[src/common/rpmc_pkg.sv]
// Constants and types shared by the reset and power mode controller
package rpmc_pkg;
	// Special function register addresses
	localparam logic [7:0] PWR_CTRL_ADDR = 8'h87;
	localparam logic [7:0] RCAUSE_ADDR = 8'hEF;
	// Power control fields
	localparam int IDLE_BIT = 0;
	localparam int STOP_BIT = 1;
	localparam int GPF_LSB = 2;
	localparam logic [7:0] PWR_CTRL_RST = 8'h00;
	// Reset cause fields
	localparam int CAUSE_PIN_BIT = 0;
	localparam int CAUSE_POR_BIT = 1;
	localparam int CAUSE_MCD_BIT = 2;
	localparam int CAUSE_WDT_BIT = 3;
	localparam int CAUSE_SW_BIT = 4;
	localparam int CAUSE_VDD_BIT = 5;
	localparam int FORCE_POR_BIT = 0;
	localparam logic [7:0] RCAUSE_RST = 8'h00;
	// Values applied by reset
	localparam logic [7:0] PORT_RST = 8'hFF;
	localparam logic [15:0] RESET_VECTOR = 16'h0000;
	localparam logic [3:0] WDT_DIV = 4'hC;
	localparam logic [1:0] PIN_MASK_CYC = 2'h3;
	// Timing
	localparam int CLK_PERIOD_NS = 20;
	localparam int POR_DELAY_NS = 300000;
	localparam int POR_DELAY_CYC = POR_DELAY_NS / CLK_PERIOD_NS;

	typedef enum logic [2:0] {
		ST_POR,
		ST_RST,
		ST_RUN,
		ST_IDLE,
		ST_STOP
	} rpmc_state_t;
endpackage : rpmc_pkg

[src/hdl/rpmc_por_timer.sv]
// Power-on delay counter, restarted by a held start level
`timescale 1ns/1ps
module rpmc_por_timer #(
	parameter int CYCLES = rpmc_pkg::POR_DELAY_CYC
) (
	// Clock and reset
	input wire logic i_clk,
	input wire logic i_rst_n,
	input wire logic i_ce,
	// Control
	input wire logic i_start,
	output logic o_done
);
	localparam logic [15:0] LAST = 16'(CYCLES - 1);

	typedef struct packed {
		logic [15:0] cnt;
		logic done;
	} rpmc_tmr_t;

	rpmc_tmr_t s_q;
	rpmc_tmr_t s_d;

	always_comb begin
		s_d = s_q;
		if (i_start) begin
			s_d.cnt = 16'h0000;
			s_d.done = 1'b0;
		end else if (!s_q.done) begin
			if (s_q.cnt == LAST) begin
				s_d.done = 1'b1;
			end else begin
				s_d.cnt = s_q.cnt + 16'h0001;
			end
		end
	end

	always_ff @(posedge i_clk or negedge i_rst_n) begin
		if (!i_rst_n) begin
			s_q <= '0;
		end else if (i_ce) begin
			s_q <= s_d;
		end
	end

	assign o_done = s_q.done;
endmodule : rpmc_por_timer

[src/hdl/rpmc_top.sv]
// Reset sequencing, reset cause tracking and idle/stop control
// Notes on behaviour
// - Any reset stops the processor from fetching until reset ends.
// - Reset loads all special function registers except the reset cause register with their reset values.
// - Reset forces port pins known and disables interrupts and timers.
// - Data memory is untouched by reset; the stack pointer is still reset.
// - Port latches go to 0xFF open-drain; weak pull-ups stay on.
// - Power-on and supply monitor resets drive the reset pin low.
// - Leaving reset clears the program counter and selects internal oscillator.
// - Leaving reset enables the watchdog, clocked by system clock over 12.
// - Every reset restarts fetching at address 0x0000.
// - After supply is good, hold reset a further power-on delay.
// - Leaving power-on reset sets the power-on cause flag.
// - Other resets clear the power-on flag; other flags then undefined.
// - Power-on reset enables the supply voltage monitor.
// - Writing one to the forced power-on bit causes a full power-on reset.
// - Idle bit halts the CPU after the writing instruction; clocks run.
// - An enabled interrupt ends idle; execution continues after the setter.
// - Stop bit halts CPU, oscillator and peripherals; only reset ends it.
`timescale 1ns/1ps
module rpmc_top #(
	parameter int POR_CYCLES = rpmc_pkg::POR_DELAY_CYC
) (
	// Clock, reset, enable
	input wire logic i_mclk,
	input wire logic i_resetn,
	input wire logic i_ce,
	// Reset sources
	input wire logic i_rst_pin_i,
	input wire logic i_vdd_low,
	input wire logic i_wdt_rst,
	input wire logic i_mcd_rst,
	input wire logic i_sw_rst,
	// Processor handshake
	input wire logic i_irq_wake,
	input wire logic i_instr_done,
	// Special function register port
	input wire logic [7:0] i_sfr_addr,
	input wire logic i_sfr_wr,
	input wire logic [7:0] i_sfr_wdata,
	input wire logic i_sfr_rd,
	output logic [7:0] o_sfr_rdata,
	// Reset pin, open-drain
	output logic o_rst_pin_o,
	output logic o_rst_pin_oe,
	// System controls
	output logic o_cpu_fetch_en,
	output logic o_sfr_init,
	output logic o_irq_tmr_disable,
	output logic o_port_load,
	output logic [7:0] o_port_latch,
	output logic o_port_open_drain,
	output logic o_weak_pullup_en,
	output logic o_pc_load,
	output logic [15:0] o_pc_value,
	output logic o_clk_sel_int,
	output logic o_wdt_en,
	output logic [3:0] o_wdt_div,
	output logic o_vdm_en,
	output logic o_idle_active,
	output logic o_osc_stop,
	output logic o_periph_stop
);
	typedef struct packed {
		logic [1:0] rst_sync;
		logic [1:0] pin_sync;
		logic [1:0] vdd_sync;
		rpmc_pkg::rpmc_state_t st;
		logic force_por;
		logic pend_idle;
		logic pend_stop;
		logic [5:0] gpf;
		logic [7:0] cause;
		logic vdm_en;
		logic wdt_en;
		logic [1:0] pin_mask;
		logic rst_pin_drv;
		logic [7:0] rdata;
		logic cpu_run;
		logic in_reset;
		logic idle_act;
		logic stop_act;
	} rpmc_state_reg_t;

	rpmc_state_reg_t s_q;
	rpmc_state_reg_t s_d;
	logic por_req;
	logic tmr_done;

	// Forced power-on shares the supply path, so both get the full delay
	assign por_req = !s_q.rst_sync[1] || s_q.force_por;

	rpmc_por_timer #(
		.CYCLES(POR_CYCLES)
	) u_por_timer (
		.i_clk(i_mclk),
		.i_rst_n(s_q.rst_sync[1]),
		.i_ce(i_ce),
		.i_start(por_req),
		.o_done(tmr_done)
	);

	always_comb begin
		logic [7:0] src;
		logic wr_pwr;
		logic wr_cause;
		src = 8'h00;
		wr_pwr = 1'b0;
		wr_cause = 1'b0;
		s_d = s_q;
		s_d.rst_sync = {s_q.rst_sync[0], 1'b1};
		s_d.pin_sync = {s_q.pin_sync[0], i_rst_pin_i};
		s_d.vdd_sync = {s_q.vdd_sync[0], i_vdd_low};
		s_d.force_por = 1'b0;
		if (s_q.pin_mask != 2'h0) begin
			s_d.pin_mask = s_q.pin_mask - 2'h1;
		end
		// Our own drive of the pin echoes back late; mask it after release
		src[rpmc_pkg::CAUSE_PIN_BIT] = !s_q.pin_sync[1] && (s_q.pin_mask == 2'h0);
		src[rpmc_pkg::CAUSE_VDD_BIT] = s_q.vdd_sync[1] && s_q.vdm_en;
		src[rpmc_pkg::CAUSE_MCD_BIT] = i_mcd_rst;
		src[rpmc_pkg::CAUSE_WDT_BIT] = i_wdt_rst;
		src[rpmc_pkg::CAUSE_SW_BIT] = i_sw_rst;
		wr_pwr = i_sfr_wr && (i_sfr_addr == rpmc_pkg::PWR_CTRL_ADDR)
			&& (s_q.st == rpmc_pkg::ST_RUN);
		wr_cause = i_sfr_wr && (i_sfr_addr == rpmc_pkg::RCAUSE_ADDR)
			&& (s_q.st == rpmc_pkg::ST_RUN);

		if (por_req) begin
			s_d.st = rpmc_pkg::ST_POR;
			s_d.gpf = rpmc_pkg::PWR_CTRL_RST[7:2];
			s_d.pend_idle = 1'b0;
			s_d.pend_stop = 1'b0;
			s_d.wdt_en = 1'b0;
		end else if ((src != 8'h00) && (s_q.st != rpmc_pkg::ST_POR)) begin
			// Reset ends idle and stop alike
			if (s_q.st != rpmc_pkg::ST_RST) begin
				s_d.cause = 8'h00;
			end
			s_d.cause = s_d.cause | src;
			s_d.st = rpmc_pkg::ST_RST;
			s_d.gpf = rpmc_pkg::PWR_CTRL_RST[7:2];
			s_d.pend_idle = 1'b0;
			s_d.pend_stop = 1'b0;
			s_d.wdt_en = 1'b0;
		end else begin
			case (s_q.st)
				rpmc_pkg::ST_POR: begin
					if (tmr_done) begin
						s_d.st = rpmc_pkg::ST_RUN;
						s_d.cause[rpmc_pkg::CAUSE_POR_BIT] = 1'b1;
						s_d.vdm_en = 1'b1;
						s_d.wdt_en = 1'b1;
						s_d.pin_mask = rpmc_pkg::PIN_MASK_CYC;
					end
				end
				rpmc_pkg::ST_RST: begin
					s_d.st = rpmc_pkg::ST_RUN;
					s_d.wdt_en = 1'b1;
					s_d.pin_mask = rpmc_pkg::PIN_MASK_CYC;
				end
				rpmc_pkg::ST_RUN: begin
					if (wr_pwr) begin
						s_d.gpf = i_sfr_wdata[7:rpmc_pkg::GPF_LSB];
						s_d.pend_idle = i_sfr_wdata[rpmc_pkg::IDLE_BIT];
						s_d.pend_stop = i_sfr_wdata[rpmc_pkg::STOP_BIT];
					end
					if (wr_cause && i_sfr_wdata[rpmc_pkg::FORCE_POR_BIT]) begin
						s_d.force_por = 1'b1;
					end
					// Entry waits for the writing instruction to retire
					if (i_instr_done && s_d.pend_stop) begin
						s_d.st = rpmc_pkg::ST_STOP;
						s_d.pend_stop = 1'b0;
						s_d.pend_idle = 1'b0;
					end else if (i_instr_done && s_d.pend_idle) begin
						s_d.st = rpmc_pkg::ST_IDLE;
						s_d.pend_idle = 1'b0;
					end
				end
				rpmc_pkg::ST_IDLE: begin
					if (i_irq_wake) begin
						s_d.st = rpmc_pkg::ST_RUN;
					end
				end
				rpmc_pkg::ST_STOP: begin
					s_d.st = rpmc_pkg::ST_STOP;
				end
				default: begin
					s_d.st = rpmc_pkg::ST_POR;
				end
			endcase
		end

		// Registered view of the next state drives the reset, run, idle, stop and reset pin outputs
		s_d.in_reset = (s_d.st == rpmc_pkg::ST_POR) || (s_d.st == rpmc_pkg::ST_RST);
		s_d.cpu_run = (s_d.st == rpmc_pkg::ST_RUN);
		s_d.idle_act = (s_d.st == rpmc_pkg::ST_IDLE);
		s_d.stop_act = (s_d.st == rpmc_pkg::ST_STOP);
		s_d.rst_pin_drv = (s_d.st == rpmc_pkg::ST_POR)
			|| ((s_d.st == rpmc_pkg::ST_RST) && s_d.cause[rpmc_pkg::CAUSE_VDD_BIT]);

		s_d.rdata = 8'h00;
		if (i_sfr_rd && (i_sfr_addr == rpmc_pkg::PWR_CTRL_ADDR)) begin
			s_d.rdata = {s_q.gpf, 2'b00};
		end else if (i_sfr_rd && (i_sfr_addr == rpmc_pkg::RCAUSE_ADDR)) begin
			s_d.rdata = s_q.cause;
		end
	end

	always_ff @(posedge i_mclk or negedge i_resetn) begin
		if (!i_resetn) begin
			s_q <= '0;
			s_q.st <= rpmc_pkg::ST_POR;
			s_q.cause <= rpmc_pkg::RCAUSE_RST;
			s_q.pin_sync <= 2'b11;
			s_q.rst_pin_drv <= 1'b1;
			s_q.in_reset <= 1'b1;
		end else if (i_ce) begin
			s_q <= s_d;
		end
	end

	assign o_sfr_rdata = s_q.rdata;
	assign o_rst_pin_o = 1'b0;
	assign o_rst_pin_oe = s_q.rst_pin_drv;
	assign o_cpu_fetch_en = s_q.cpu_run;
	// Stack pointer is among the reloaded registers; data memory gets no clear
	assign o_sfr_init = s_q.in_reset;
	assign o_irq_tmr_disable = s_q.in_reset;
	assign o_port_load = s_q.in_reset;
	assign o_port_latch = rpmc_pkg::PORT_RST;
	assign o_port_open_drain = s_q.in_reset;
	assign o_weak_pullup_en = 1'b1;
	assign o_pc_load = s_q.in_reset;
	assign o_pc_value = rpmc_pkg::RESET_VECTOR;
	assign o_clk_sel_int = s_q.in_reset;
	assign o_wdt_en = s_q.wdt_en;
	assign o_wdt_div = rpmc_pkg::WDT_DIV;
	assign o_vdm_en = s_q.vdm_en;
	assign o_idle_active = s_q.idle_act;
	assign o_osc_stop = s_q.stop_act;
	assign o_periph_stop = s_q.stop_act;
endmodule : rpmc_top

[config.mk]
export PLATFORM = sky130hd
export DESIGN_NAME = rpmc_top
export DESIGN_NICKNAME = d
export VERILOG_FILES = /design/src/common/rpmc_pkg.sv /design/src/hdl/rpmc_por_timer.sv /design/src/hdl/rpmc_top.sv
export SDC_FILE = /design/constraint.sdc
export NUM_CORES = 1
export LEC_CHECK = 0
export BUFFER_PORTS_ARGS = -buffer_cell sky130_fd_sc_hd__buf_2
export CORE_MARGIN = 4
export CORE_UTILIZATION = 48
export DETAILED_ROUTE_END_ITERATION = 16
export PLACE_DENSITY = 0.86
export SKIP_CTS_REPAIR_TIMING = 1
export SLEW_MARGIN = 20
export SYNTH_ARGS = -nofsm -noshare
export SYNTH_HDL_FRONTEND = slang
export SYNTH_SLANG_ARGS = --single-unit
[constraint.sdc]
create_clock -name i_mclk -period 0.8 [get_ports i_mclk]
set_input_delay 0 -clock i_mclk [delete_from_list [all_inputs] [get_ports i_mclk]]
set_output_delay 0 -clock i_mclk [all_outputs]
set_load 0.02 [all_outputs]
# Word-level counts from Yosys, hierarchy flattened
# Index checks and enable logic that the tools add are counted.
# W data, S select, Z words.
[op_classes]
add_sub_neg = 2
n_eq_ne = 15
muxes = 44
bitwise_logic = 3
reduce_logical = 36
[ops]
columns = ["operator", "count"]
rows = [
  ["$mux W8", 11],
  ["$mux W17", 2],
  ["$mux W3", 6],
  ["$add A16 B1 Y16 const B", 1],
  ["$eq A16 B14 Y1 const B", 1],
  ["$eq A8 B8 Y1 const B", 2],
  ["$mux W16", 1],
  ["$mux W1", 15],
  ["$pmux W3 S5", 1],
  ["$logic_and A1 B1 Y1", 13],
  ["$eq A3 B2 Y1 const B", 4],
  ["$reduce_and A3 Y1", 4],
  ["$mux W9", 1],
  ["$reduce_bool A3 Y1", 3],
  ["$mux W4", 2],
  ["$or A8 B6 Y8", 1],
  ["$mux W7", 1],
  ["$eq A3 B1 Y1 const B", 2],
  ["$eq A3 B3 Y1 const B", 2],
  ["$logic_not A3 Y1", 2],
  ["$mux W2", 3],
  ["$pmux W3 S2", 1],
  ["$reduce_bool A2 Y1", 3],
  ["$reduce_and A5 Y1", 1],
  ["12 further kinds", 17],
]
[word_totals]
reg_bits = 60
in_bits = 28
out_inout_bits = 51

# Depth between registers and ports, before layout
# Gate-level depths: netlist of run 1.
[depth]
ltp_word = 16
ltp_mapped = 7
mapped_depth_nobuf = 6

# Hierarchy
# Synthesis of run 1 repeated with hierarchy kept, for this count alone.
[hier_totals]
hier_cells = 372
hier_area_um2 = 3632.2
[by_module_without_submodules]
columns = ["mod", "n_inst", "cells_per_inst", "area_per_inst_um2", "seq_area_each_um2"]
rows = [
  ["rpmc_top", 1, 244, 2407.3, 1031.0],
  ["rpmc_por_timer", 1, 128, 1224.9, 425.4],
]

# Worst setup path before layout of run 1
# OpenSTA, ideal clock, no wires.
[synth_path]
path_kind = "register to register"
start = "register s_q[42] in the netlist's numbering"
end = "register u_por_timer.s_q[5] in the netlist's numbering"
setup_ps = 82
t_arrival_ps = 1939
setup_slack_ps = -1221
stages_incl_launch_ff = 8
n_path_buf = 2
cell_sequence = "dfrtp_1 -> nor2b_1 -> buf_2 -> nand2_1 -> a311oi_1 -> buf_2 -> a41oi_1 -> a31oi_1"
[synth_via]
elab_chain_len = 4
word_cells_on_any_way = 6
cone_classes = "eq/ne: 2; mux: 1; reduce/logical: 3"
[synth_rtl]
columns = ["element", "line_no", "rtl"]
rows = [
  ["start: declaration", "rpmc_top.sv:85", "rpmc_state_reg_t s_q;"],
  ["$logic_not A1 Y1 (no line) (*)", "-", ""],
  ["$logic_or A1 B1 Y1 (*)", "rpmc_top.sv:91", "assign por_req = !s_q.rst_sync[1] || s_q.force_por;"],
  ["$ne A2 B2 Y1 (no line)", "-", ""],
  ["$reduce_and A3 Y1 (no line)", "-", ""],
  ["end signal: assignment", "rpmc_por_timer.sv:40", "s_q <= '0;"],
  ["end signal: assignment", "rpmc_por_timer.sv:42", "s_q <= s_d;"],
  ["end: declaration", "rpmc_por_timer.sv:21", "rpmc_tmr_t s_q;"],
]
# Mark *: on every way between the ends. The rest lies on a longest branch, timed or not.
# A chain may end at the register's enable or synchronous reset.

# Worst setup path after layout of run 1
[layout_path]
start = "register u_por_timer.s_q[11] in the netlist's numbering"
end = "register u_por_timer.s_q[14] in the netlist's numbering"
[layout_via]
elab_chain_len = 4
word_cells_on_any_way = 7
cone_classes = "add/sub: 1; eq/ne: 2; mux: 3; reduce/logical: 1"
[layout_rtl]
columns = ["element", "line_no", "rtl"]
rows = [
  ["$add A16 B1 Y16", "rpmc_por_timer.sv:33", "s_d.cnt = s_q.cnt + 16'h0001;"],
  ["$mux W16", "rpmc_por_timer.sv:30", "if (s_q.cnt == LAST) begin"],
  ["$mux W17", "rpmc_por_timer.sv:29", "end else if (!s_q.done) begin"],
  ["$mux W17", "rpmc_por_timer.sv:26", "if (i_start) begin"],
]
# Several ways; a longest one is shown, not always the timed one. The select of a mux whose other input is x is not followed.

==> run_results.csv, run 1 <==
group,metric,value,unit
outcome,outcome,"finished with violations",
outcome,failed_checks,"negative setup slack",
synthesis,synth.yosys.warnings,0,
routing,drt_pass1_iterations,5,
finish,multi_input_comb_area,0.002038,sq mm
floorplan,floorplan.io_pins,79,
power,net-switching-power,0.004761,W
setup_path,required,1040,ps
setup_path,timing.reg2reg.setup_slack,-1180,ps
routing,total_detailed_routing_wirelength,12830,microns
synthesis,most_instantiated_flip_flop_cell_in_the_synthesis_netlist,"dfrtp_1",
power,ir_drop,1.861,mV
clock_tree,cts_sinks,58,
grt,first_global_vias,2862,
power,power.internal,0.007886,W
sta,rsz0062_at_grt,"true",
finish,syn2layout_area_growth,62.09,%
flow_run,timing.max_cap.violations,0,
finish,fin_nets,502,
sta,finalWorstPathRequiredPeriod,1983,ps
floorplan,core_box_area,0.006422,sq mm
routing,drcViolationCount,0,
finish,nFillCells,337,
sta,achievable_frequency,504.2,MHz
sta,skew,15.99,ps
sta,timing.hold.ws,22.13,ps
setup_path,worst-setup-path-type,"flop to flop",
sta,finalCritPeriodShare,2.479,
floorplan,dieHeight,89.88,microns
synthesis,synth.mux.area_fraction,0.03033,
setup_path,rr_endpoint,"u_por_timer.s_q[14]",
clock_tree,cts_max_level,3,
setup_path,start_kind,"flop",
finish,finish.cell_count_without_fillers,555,
synthesis,async_flop_share,1.000,
finish,area.sequential,0.001461,sq mm
synthesis,syn_inst,327,
clock_tree,cts_buffers,9,
grt,largest_net_degree_at_the_start_of_global_routing,33,
power,comb_power_share,0.421,
clock_tree,clk_transition_reported_paths,90,ps
synthesis,post_synth_xor_area_fraction,0.002722,
place,buffer_ports.inserted,48,
clock_tree,worstSkewPairLatency,360,ps
synthesis,synth_area_in_compound_gates,0.1967,
synthesis,synth.cell_area,0.003218,sq mm
setup_path,worst-endpoint-arrival,2220,ps
power,sequentialPowerShare,0.324,
finish,fraction_of_layout_instances_using_a_drive_strength_above_1,0.5523,
synthesis,synth-edff-count,0,
sta,postLayoutSetupSlackWorst,-1183,ps
setup_path,critical_path.max_fanout,3,
routing,drt_iter0_markers,237,
synthesis,post_synth_num_cell_types,61,
setup_path,critPathCaptureType,"flop",
power,power.switching_fraction,0.3764,
finish,antenna_cells_inserted,0,
sta,setup-violations-final,76,
min_path,worstHoldEndpoint,"s_q[32]",
grt,overflow,0,
power,power.density_cell_area,2425,mW/mm^2
routing,via_count_normalized_by_instance_count,6.114,
min_path,hold_class,"input pin to flop",
place,dp.cells,502,
place,hpwlAfterDp,6457,microns
synthesis,synth-adder-area-share,0.003888,
synthesis,seq_area_frac_synth,0.4526,
power,post-layout-total-power,0.01265,W
sta,maxSlewViolCount,0,
synthesis,synth_seq_cells,58,
synthesis,synth_top_family_by_area,"compound AO/OA/AOI/OAI gates",
grt,initial_antenna_violation_count,0,
clock_tree,tritoncts,"built",
min_path,timing.hold.worst_path_depth,3,
setup_path,regToRegStartpoint,"u_por_timer.s_q[11]",
place,gp_routability_congestion,0.9145,
clock_tree,clock_tree.root_cell,"clkbuf_8",
floorplan,start_util,0.5011,
synthesis,synth_simple_gate_area_frac,0.1792,
grt,grt_first_pass_wirelength,14080,microns
routing,ant_nets,0,
floorplan,floorplan.die.width,89.88,microns
floorplan,die-area,0.008078,sq mm
power,leakagePower,2.304,nW
power,power.clock.fraction,0.255,
routing,post_drt_wl_per_cell,23.11,microns
sta,fin_setup_tns,-49090,ps
synthesis,synth.avg_cell_area,9.841,sq um
floorplan,floorplan.rows,29,
clock_tree,cts-root-to-sink-buffers,2,
routing,via_count,3393,
grt,grt.total_usage,0.2155,
sta,finalHoldViolCount,0,
min_path,worst_hold_startpoint,"i_sfr_wdata[0]",
setup_path,reg2reg_depth,9,
## per-layer routing
metal  part of all wire  vias to the layer above  wire length (microns)  GRT usage
met3              0.059                       62                    760    0.04257
li1                   -                     1430                      -          -
met5                  0                        -                      0          0
met2               0.52                      219                   6638     0.3365
met4              0.059                        0                    756     0.1250
met1               0.36                     1682                   4670     0.2794
## per-stage QoR
step	util	setup slack (ps)	area, sq um
final	0.8122	-1183	5216
after CTS	0.6745	-1128	4332
after global placement	0.6394	-1054	4106
after floorplan	-	-1022	3580
after global routing	0.8122	-1221	5216
after detailed placement	0.6394	-1144	4106
## critical path, stage by stage, from the launching register on
cell and delay (ps):
dfrtp_1 380, buf_4 130, buf_6 90, nand2_1 70, buf_4 140, nor4_1 410
buf_4 200, nand3_1 90, xnor2_1 140, a22o_2 230
## cells by family (layout without fill, tap and decap cells)
group | count (synthesis) | in the layout
adder cells (fa/ha/maj) | 1 | 1
buffers and inverters | 68 | 190
other | 2 | 30
flip-flops | 58 | 58
multiplexers | 9 | 9
AND/OR/NAND/NOR | 100 | 100
AO/OA/AOI/OAI | 88 | 89
XOR/XNOR | 1 | 1
## registers in the layout (all words and copies together) (netlist names)
register and flops:
o_clk_sel_int 1, o_osc_stop 1, o_cpu_fetch_en 1, s_q 23, o_rst_pin_oe 1, o_wdt_en 1, o_sfr_rdata 8, s_d 3
o_idle_active 1, u_por_timer.s_q 16, o_vdm_en 1, u_por_timer.o_done 1
## cell usage in the layout, fill, tap and decap left out, types with 5 or more instances in the layout
master         instances
nor3_4                 7
buf_6                 39
a21oi_2                7
conb_1                30
dfrtp_1               50
clkbuf_8               9
o21ai_2                5
nand2_1               11
nor2_1                11
o21ai_0                6
nand3_1               10
buf_2                 26
a22o_1                12
buf_4                 84
nand2b_1               7
inv_1                 12
dlygate4sd3_1         11
a31oi_1               11
## final cells by class
cell class              instances  area share
multi-input cells             230      0.3907
well taps                      77     0.01847
flip-flops and latches         58      0.2802
inverters                      12    0.008635
repair buffers                162      0.2588
clock inverters                 7     0.01943
clock buffers                   9     0.02375
## how the worst max path moves through the flow
stage,start,end,slack (ps),cells after the start
after floorplan,u_por_timer.s_q[6],u_por_timer.s_q[15],-1020,5
after global placement,u_por_timer.s_q[6],u_por_timer.s_q[15],-1050,5
after detailed placement,s_q[38],s_q[25],-1140,5
after CTS,u_por_timer.s_q[6],u_por_timer.s_q[8],-1130,5
after global routing,u_por_timer.s_q[6],u_por_timer.s_q[2],-1220,6
final,u_por_timer.s_q[11],u_por_timer.s_q[14],-1180,9
## synth_stat cells, types with 5 or more instances
cell type   n  share of area
or3_1       5         0.0097
nand3_1    14          0.022
o21ai_0    14          0.022
nor4_1      7          0.014
nor2_1     17          0.020
nor3_1      6         0.0093
a31oi_1    12          0.023
mux2_2      6          0.021
inv_1      12          0.014
a22o_1     12          0.033
clkbuf_1    6         0.0070
dfrtp_1    54           0.42
buf_4      44           0.10
a21oi_1    11          0.017
nor2b_1     6          0.012
nand2_1    13          0.015
nand2b_1    7          0.014
## power by group through the flow
stage	logic (W)	clock network (W)	registers, W
6_report	0.00532	0.00322	0.00410
5_1_grt	0.00556	0.00340	0.00415
4_1_cts	0.00376	0.00319	0.00389
3_5_place_dp	0.00374	0	0.00393
3_3_place_gp	0.00358	0	0.00391
2_1_floorplan	0.00230	0	0.00405
No activity file was read; power rests on OpenSTA's default activity.
==> run 2: changes to the inputs <==
--- a/config.mk
+++ b/config.mk
@@ -7,9 +7,9 @@
 export LEC_CHECK = 0
 export BUFFER_PORTS_ARGS = -buffer_cell sky130_fd_sc_hd__buf_2
 export CORE_MARGIN = 4
-export CORE_UTILIZATION = 48
+export CORE_UTILIZATION = 45
 export DETAILED_ROUTE_END_ITERATION = 16
-export PLACE_DENSITY = 0.86
+export PLACE_DENSITY = 0.82
 export SKIP_CTS_REPAIR_TIMING = 1
 export SLEW_MARGIN = 20
 export SYNTH_ARGS = -nofsm -noshare
==> run 2 against run 1 <==
The flow still finishes with violations (negative setup slack). Total power decreased by 2.2%. Routed wire length shrank 10%. Final cell count rose by 4.0%. First-iteration DRC count is 17% higher. Sequential power shrank 3%. Worst hold slack worse by 2.4 ps. Die area increased by 6.1%. Critical path type unchanged. Largest cell class unchanged. Largest power group unchanged.
==> run_results.csv, run 2 (synthesis gave the netlist of run 1 again) <==
group,metric,value,unit
outcome,outcome,"finished with violations",
outcome,failed_checks,"negative setup slack",
setup_path,timing.critical_path.slowest_cell_delay,450,ps
floorplan,floorplan.io_pins,79,
flow_run,timing.max_cap.violations,0,
clock_tree,worstSkewPairLatency,350,ps
sta,finalWorstPathRequiredPeriod,2140,ps
clock_tree,cts_sinks,58,
floorplan,dieHeight,92.57,microns
setup_path,worst-setup-path-type,"flop to flop",
setup_path,rr_endpoint,"u_por_timer.s_q[13]",
floorplan,start_util,0.4685,
sta,achievable_frequency,467.3,MHz
routing,via_count,3392,
sta,finalCritPeriodShare,2.675,
finish,fin_nets,505,
routing,ant_nets,0,
finish,antenna_cells_inserted,0,
setup_path,required,1080,ps
grt,overflow,0,
min_path,worst_hold_startpoint,"i_sfr_wdata[0]",
min_path,timing.hold.worst_path_depth,3,
grt,initial_antenna_violation_count,0,
setup_path,cpMaxStageDelayCell,"nor4_1",
grt,largest_net_degree_at_the_start_of_global_routing,42,
finish,largest_reg_flops,23,
clock_tree,cts_buffers,9,
setup_path,critPathCaptureType,"flop",
setup_path,start_kind,"flop",
routing,post_drt_wl_per_cell,20.00,microns
power,leakagePower,2.292,nW
setup_path,timing.reg2reg.setup_slack,-1340,ps
setup_path,worst-endpoint-arrival,2420,ps
setup_path,critical_path.max_fanout,6,
finish,fraction_of_layout_instances_using_a_drive_strength_above_1,0.5260,
min_path,hold_class,"input pin to flop",
routing,total_detailed_routing_wirelength,11540,microns
floorplan,die-area,0.008568,sq mm
setup_path,critical_path.cell_chain,"buf_6 -> nand4_1 -> nor3_1 -> buf_4 -> nand3_1 -> nor4_1 -> nand3b_1",
sta,setup-violations-final,69,
place,gp_routability_congestion,0.9136,
floorplan,core_box_area,0.006869,sq mm
finish,finish.cell_count_without_fillers,577,
finish,largest_register,"s_q",
floorplan,floorplan.rows,30,
place,buffer_ports.inserted,48,
grt,grt.total_usage,0.1987,
power,ir_drop,1.602,mV
place,dp.cells,518,
min_path,worstHoldEndpoint,"s_q[32]",
clock_tree,clock_tree.root_cell,"clkbuf_8",
clock_tree,cts_max_level,3,
clock_tree,tritoncts,"built",
sta,relSlewSlack,0.6615,
sta,skew,12.46,ps
routing,drt_pass1_iterations,8,
routing,drt_iter0_markers,277,
finish,final_common_cell,"buf_4",
sta,finalHoldViolCount,0,
sta,maxSlewViolCount,0,
floorplan,floorplan.die.width,92.57,microns
routing,via_count_normalized_by_instance_count,5.879,
power,power.density_cell_area,2386,mW/mm^2
place,hpwlAfterDp,6311,microns
finish,layout.cells.most_common_list,"buf_4 (84), dfrtp_1 (51), buf_6 (40)",
clock_tree,cts-root-to-sink-buffers,2,
finish,finish.utilization,0.7543,
sta,rsz0062_at_grt,"true",
finish,syn2layout_area_growth,61.00,%
sta,worstMarginPinSlew,505.6,ps
setup_path,reg2reg_depth,7,
setup_path,regToRegStartpoint,"u_por_timer.s_q[6]",
routing,drcViolationCount,0,
grt,first_global_vias,2842,
grt,grt_first_pass_wirelength,13430,microns
clock_tree,clk_transition_reported_paths,80,ps
sta,postLayoutSetupSlackWorst,-1340,ps
## run 2: cell count changes in the layout (fill, tap and decap cells not counted), sizes merged
cell,before,now
inv,14,13
buf,151,152
clkinv,1,3
clkinvlp,2,1
dlygate4sd3,11,13
## run 2: area by class of cell
| cell class | count | area, sq um |
|---|---|---|
| multi-input cells | 230 | 1948 |
| fillers | 388 | 1688 |
| flip-flops and latches | 58 | 1460 |
| repair buffers | 165 | 1381 |
| clock buffers | 9 | 123.9 |
| well taps | 96 | 120.1 |
| clock inverters | 7 | 102.6 |
| inverters | 12 | 45.04 |
## run 2: worst max-delay path, delay by kind of cell, from the launching register on
| kind | cells | cell delay [ps] |
|---|---|---|
| buffers and inverters | 2 | 310 |
| flip-flops | 1 | 380 |
| AND/OR/NAND/NOR | 5 | 1380 |
## run 2: metal layers
metal,vias up,wire length (microns),global-route usage
met2,220,5536,0.3269
met3,65,870,0.03656
met4,0,634,0.09777
li1,1438,-,-
met5,-,0,0
met1,1669,4498,0.2509
## run 2: metrics by stage
step                setup WS, ps  cell area, sq um  total power, W  setup TNS, ps  hold slack [ps]
global placement           -1085              4108        0.007509         -44360           -16.87
CTS                        -1178              4334         0.01074         -48670           -385.6
global route               -1482              5181         0.01280         -52960            38.71
floorplan                  -1022              3580        0.006351         -38100           -295.6
detailed placement         -1185              4108        0.007659         -48120           -13.11
finish                     -1340              5181         0.01236         -49490            19.73
## run 2: worst max path at each step
stage                            start  cells after the start                  end
floorplan           u_por_timer.s_q[6]                      5  u_por_timer.s_q[15]
global placement    u_por_timer.s_q[6]                      5  u_por_timer.s_q[15]
detailed placement  u_por_timer.s_q[6]                      5  u_por_timer.s_q[15]
CTS                 u_por_timer.s_q[6]                      5  u_por_timer.s_q[15]
global route        u_por_timer.s_q[6]                      7  u_por_timer.s_q[13]
finish              u_por_timer.s_q[6]                      7  u_por_timer.s_q[13]
## run 2: report_power, final
group / switching [W] / internal, W / leakage (nW)
combinational: 0.00259 / 0.00262 / 1.47
sequential: 0.000509 / 0.00348 / 0.715
clock: 0.00139 / 0.00178 / 0.110
==> run 3: changes to the inputs <==
--- a/config.mk
+++ b/config.mk
@@ -7,9 +7,9 @@
 export LEC_CHECK = 0
 export BUFFER_PORTS_ARGS = -buffer_cell sky130_fd_sc_hd__buf_2
 export CORE_MARGIN = 4
-export CORE_UTILIZATION = 45
+export CORE_UTILIZATION = 48
 export DETAILED_ROUTE_END_ITERATION = 16
-export PLACE_DENSITY = 0.82
+export PLACE_DENSITY = 0.78
 export SKIP_CTS_REPAIR_TIMING = 1
 export SLEW_MARGIN = 20
 export SYNTH_ARGS = -nofsm -noshare
==> run 3 against run 2 <==
The run still ends with negative setup slack left. Worst hold slack improved by 68 ps. Global-route usage increased by 1.9 points. Total power shrank 2.2%. Critical path depth is 2 lower. Die area shrank 5.7%. Final area is 2.0% lower. Final cell count shrank 6.4%. Sequential share of layout area rose by 0.57 points. Sequential power up 1%. Critical path type unchanged.
==> run_results.csv, run 3 (synthesis gave the netlist of run 1 again) <==
group,metric,value,unit
power,post-layout-total-power,0.01209,W
floorplan,floorplan.io_pins,79,
min_path,hold_class,"input pin to async pin",
place,buffer_ports.inserted,48,
sta,setup-violations-final,73,
power,power.clock.fraction,0.259,
routing,drt_iter0_markers,391,
floorplan,floorplan.die.width,89.88,microns
finish,layout.cells.most_common_list,"buf_4 (65), dfrtp_1 (51), buf_6 (39)",
flow_run,timing.max_cap.violations,0,
sta,timing.hold.ws,87.41,ps
setup_path,critPathCaptureType,"flop",
floorplan,floorplan.rows,29,
routing,via_count,3328,
outcome,failed_checks,"negative setup slack",
sta,maxSlewViolCount,0,
grt,first_global_vias,3040,
clock_tree,worstSkewPairLatency,350,ps
place,gp_routability_congestion,0.9200,
routing,via_count_normalized_by_instance_count,6.163,
power,power.switching_fraction,0.3646,
floorplan,die-area,0.008078,sq mm
finish,antenna_cells_inserted,0,
grt,initial_antenna_violation_count,0,
finish,fraction_of_layout_instances_using_a_drive_strength_above_1,0.5205,
finish,syn2layout_area_growth,57.81,%
sta,relSlewSlack,0.6623,
place,hpwlAfterDp,6533,microns
grt,largest_net_degree_at_the_start_of_global_routing,20,
sta,achievable_frequency,519.7,MHz
sta,finalHoldViolCount,0,
setup_path,worst-setup-path-type,"flop to flop",
clock_tree,cts-root-to-sink-buffers,2,
clock_tree,cts_sinks,58,
setup_path,critical_path.cell_chain,"or4b_4 -> nor3_4 -> a31oi_1 -> o21ai_2 -> a22o_2",
grt,overflow,0,
sta,postLayoutSetupSlackWorst,-1124,ps
clock_tree,clock_tree.root_cell,"clkbuf_8",
routing,post_drt_wl_per_cell,21.26,microns
setup_path,critical_path.max_fanout,3,
sta,skew,17.33,ps
clock_tree,cts_buffers,9,
finish,nFillCells,343,
finish,largest_register,"s_q",
power,power.density_cell_area,2381,mW/mm^2
power,sequentialPowerShare,0.334,
finish,final_common_cell,"buf_4",
sta,rsz0062_at_grt,"true",
grt,grt_first_pass_wirelength,14460,microns
routing,total_detailed_routing_wirelength,11480,microns
floorplan,core_box_area,0.006422,sq mm
setup_path,cpMaxStageDelayCell,"or4b_4",
floorplan,dieHeight,89.88,microns
place,dp.cells,500,
setup_path,required,1070,ps
finish,largest_reg_flops,23,
outcome,outcome,"finished with violations",
routing,drt_pass1_iterations,8,
routing,ant_nets,0,
power,power.internal,0.007683,W
clock_tree,tritoncts,"built",
sta,finalWorstPathRequiredPeriod,1924,ps
setup_path,timing.critical_path.slowest_cell_delay,550,ps
power,net-switching-power,0.004409,W
clock_tree,clk_transition_reported_paths,90,ps
power,comb_power_share,0.408,
finish,fin_nets,487,
setup_path,start_kind,"flop",
power,ir_drop,1.791,mV
finish,finish.cell_count_without_fillers,540,
routing,drcViolationCount,0,
power,leakagePower,2.230,nW
clock_tree,cts_max_level,3,
floorplan,start_util,0.5011,
grt,grt.total_usage,0.2174,
sta,finalCritPeriodShare,2.405,
setup_path,worst-endpoint-arrival,2200,ps
sta,worstMarginPinSlew,504.3,ps
## run 3: cell type report
| type | count | area (sq um) | area share |
|---|---|---|---|
| tap | 77 | 96.34 | 0.01897 |
| clock inverter | 7 | 102.6 | 0.02020 |
| clock buffer | 9 | 123.9 | 0.02439 |
| sequential | 58 | 1460 | 0.2875 |
| timing repair buffer | 148 | 1272 | 0.2506 |
| multi-input combinational | 229 | 1978 | 0.3895 |
| inverter | 12 | 45.04 | 0.008869 |
## run 3: final timing paths
path | start | to | slack, ps | cells after the start
worst max-delay path | u_por_timer.s_q[11] | u_por_timer.s_q[14] | -1120 | 5
worst min-delay path | i_resetn | o_vdm_en | 90 | 2
worst max register to register | u_por_timer.s_q[11] | u_por_timer.s_q[14] | -1120 | 5
worst min register to register | s_q[42] | u_por_timer.s_q[16] | 230 | 1
max in group asynchronous | i_resetn | o_clk_sel_int | 220 | 3
min in group i_mclk | i_sfr_wdata[0] | s_q[33] | 90 | 4
## run 3: worst max-delay path: cells and delay by family, from the launching register on
family	cells	cell delay [ps]
AOI/OAI and AO/OA	3	680
DFF	1	400
and+or+nand+nor	2	780
## run 3: power by group through the flow
stage | sequential (W) | combinational, W | clock [W]
after CTS | 0.00390 | 0.00373 | 0.00310
after floorplan | 0.00405 | 0.00230 | 0
after detailed placement | 0.00394 | 0.00369 | 0
final | 0.00404 | 0.00493 | 0.00313
after global routing | 0.00408 | 0.00517 | 0.00326
after global placement | 0.00391 | 0.00357 | 0
## run 3: stage by stage
| step | setup slack [ps] | setup TNS, ps | instance area (sq um) | utilization |
|---|---|---|---|---|
| after floorplan | -1022 | -38100 | 3580 | - |
| after global placement | -1042 | -43950 | 4104 | 0.6390 |
| after detailed placement | -1099 | -46470 | 4104 | 0.6390 |
| after CTS | -1113 | -48140 | 4330 | 0.6743 |
| after global routing | -1183 | -51130 | 5079 | 0.7908 |
| final | -1124 | -48360 | 5079 | 0.7908 |
## run 3: per-layer routing
metal  wire (microns)  track usage
met1             4265       0.2762
met2             5751       0.3697
met3              950      0.04424
met4              512      0.07653
met5                0            0
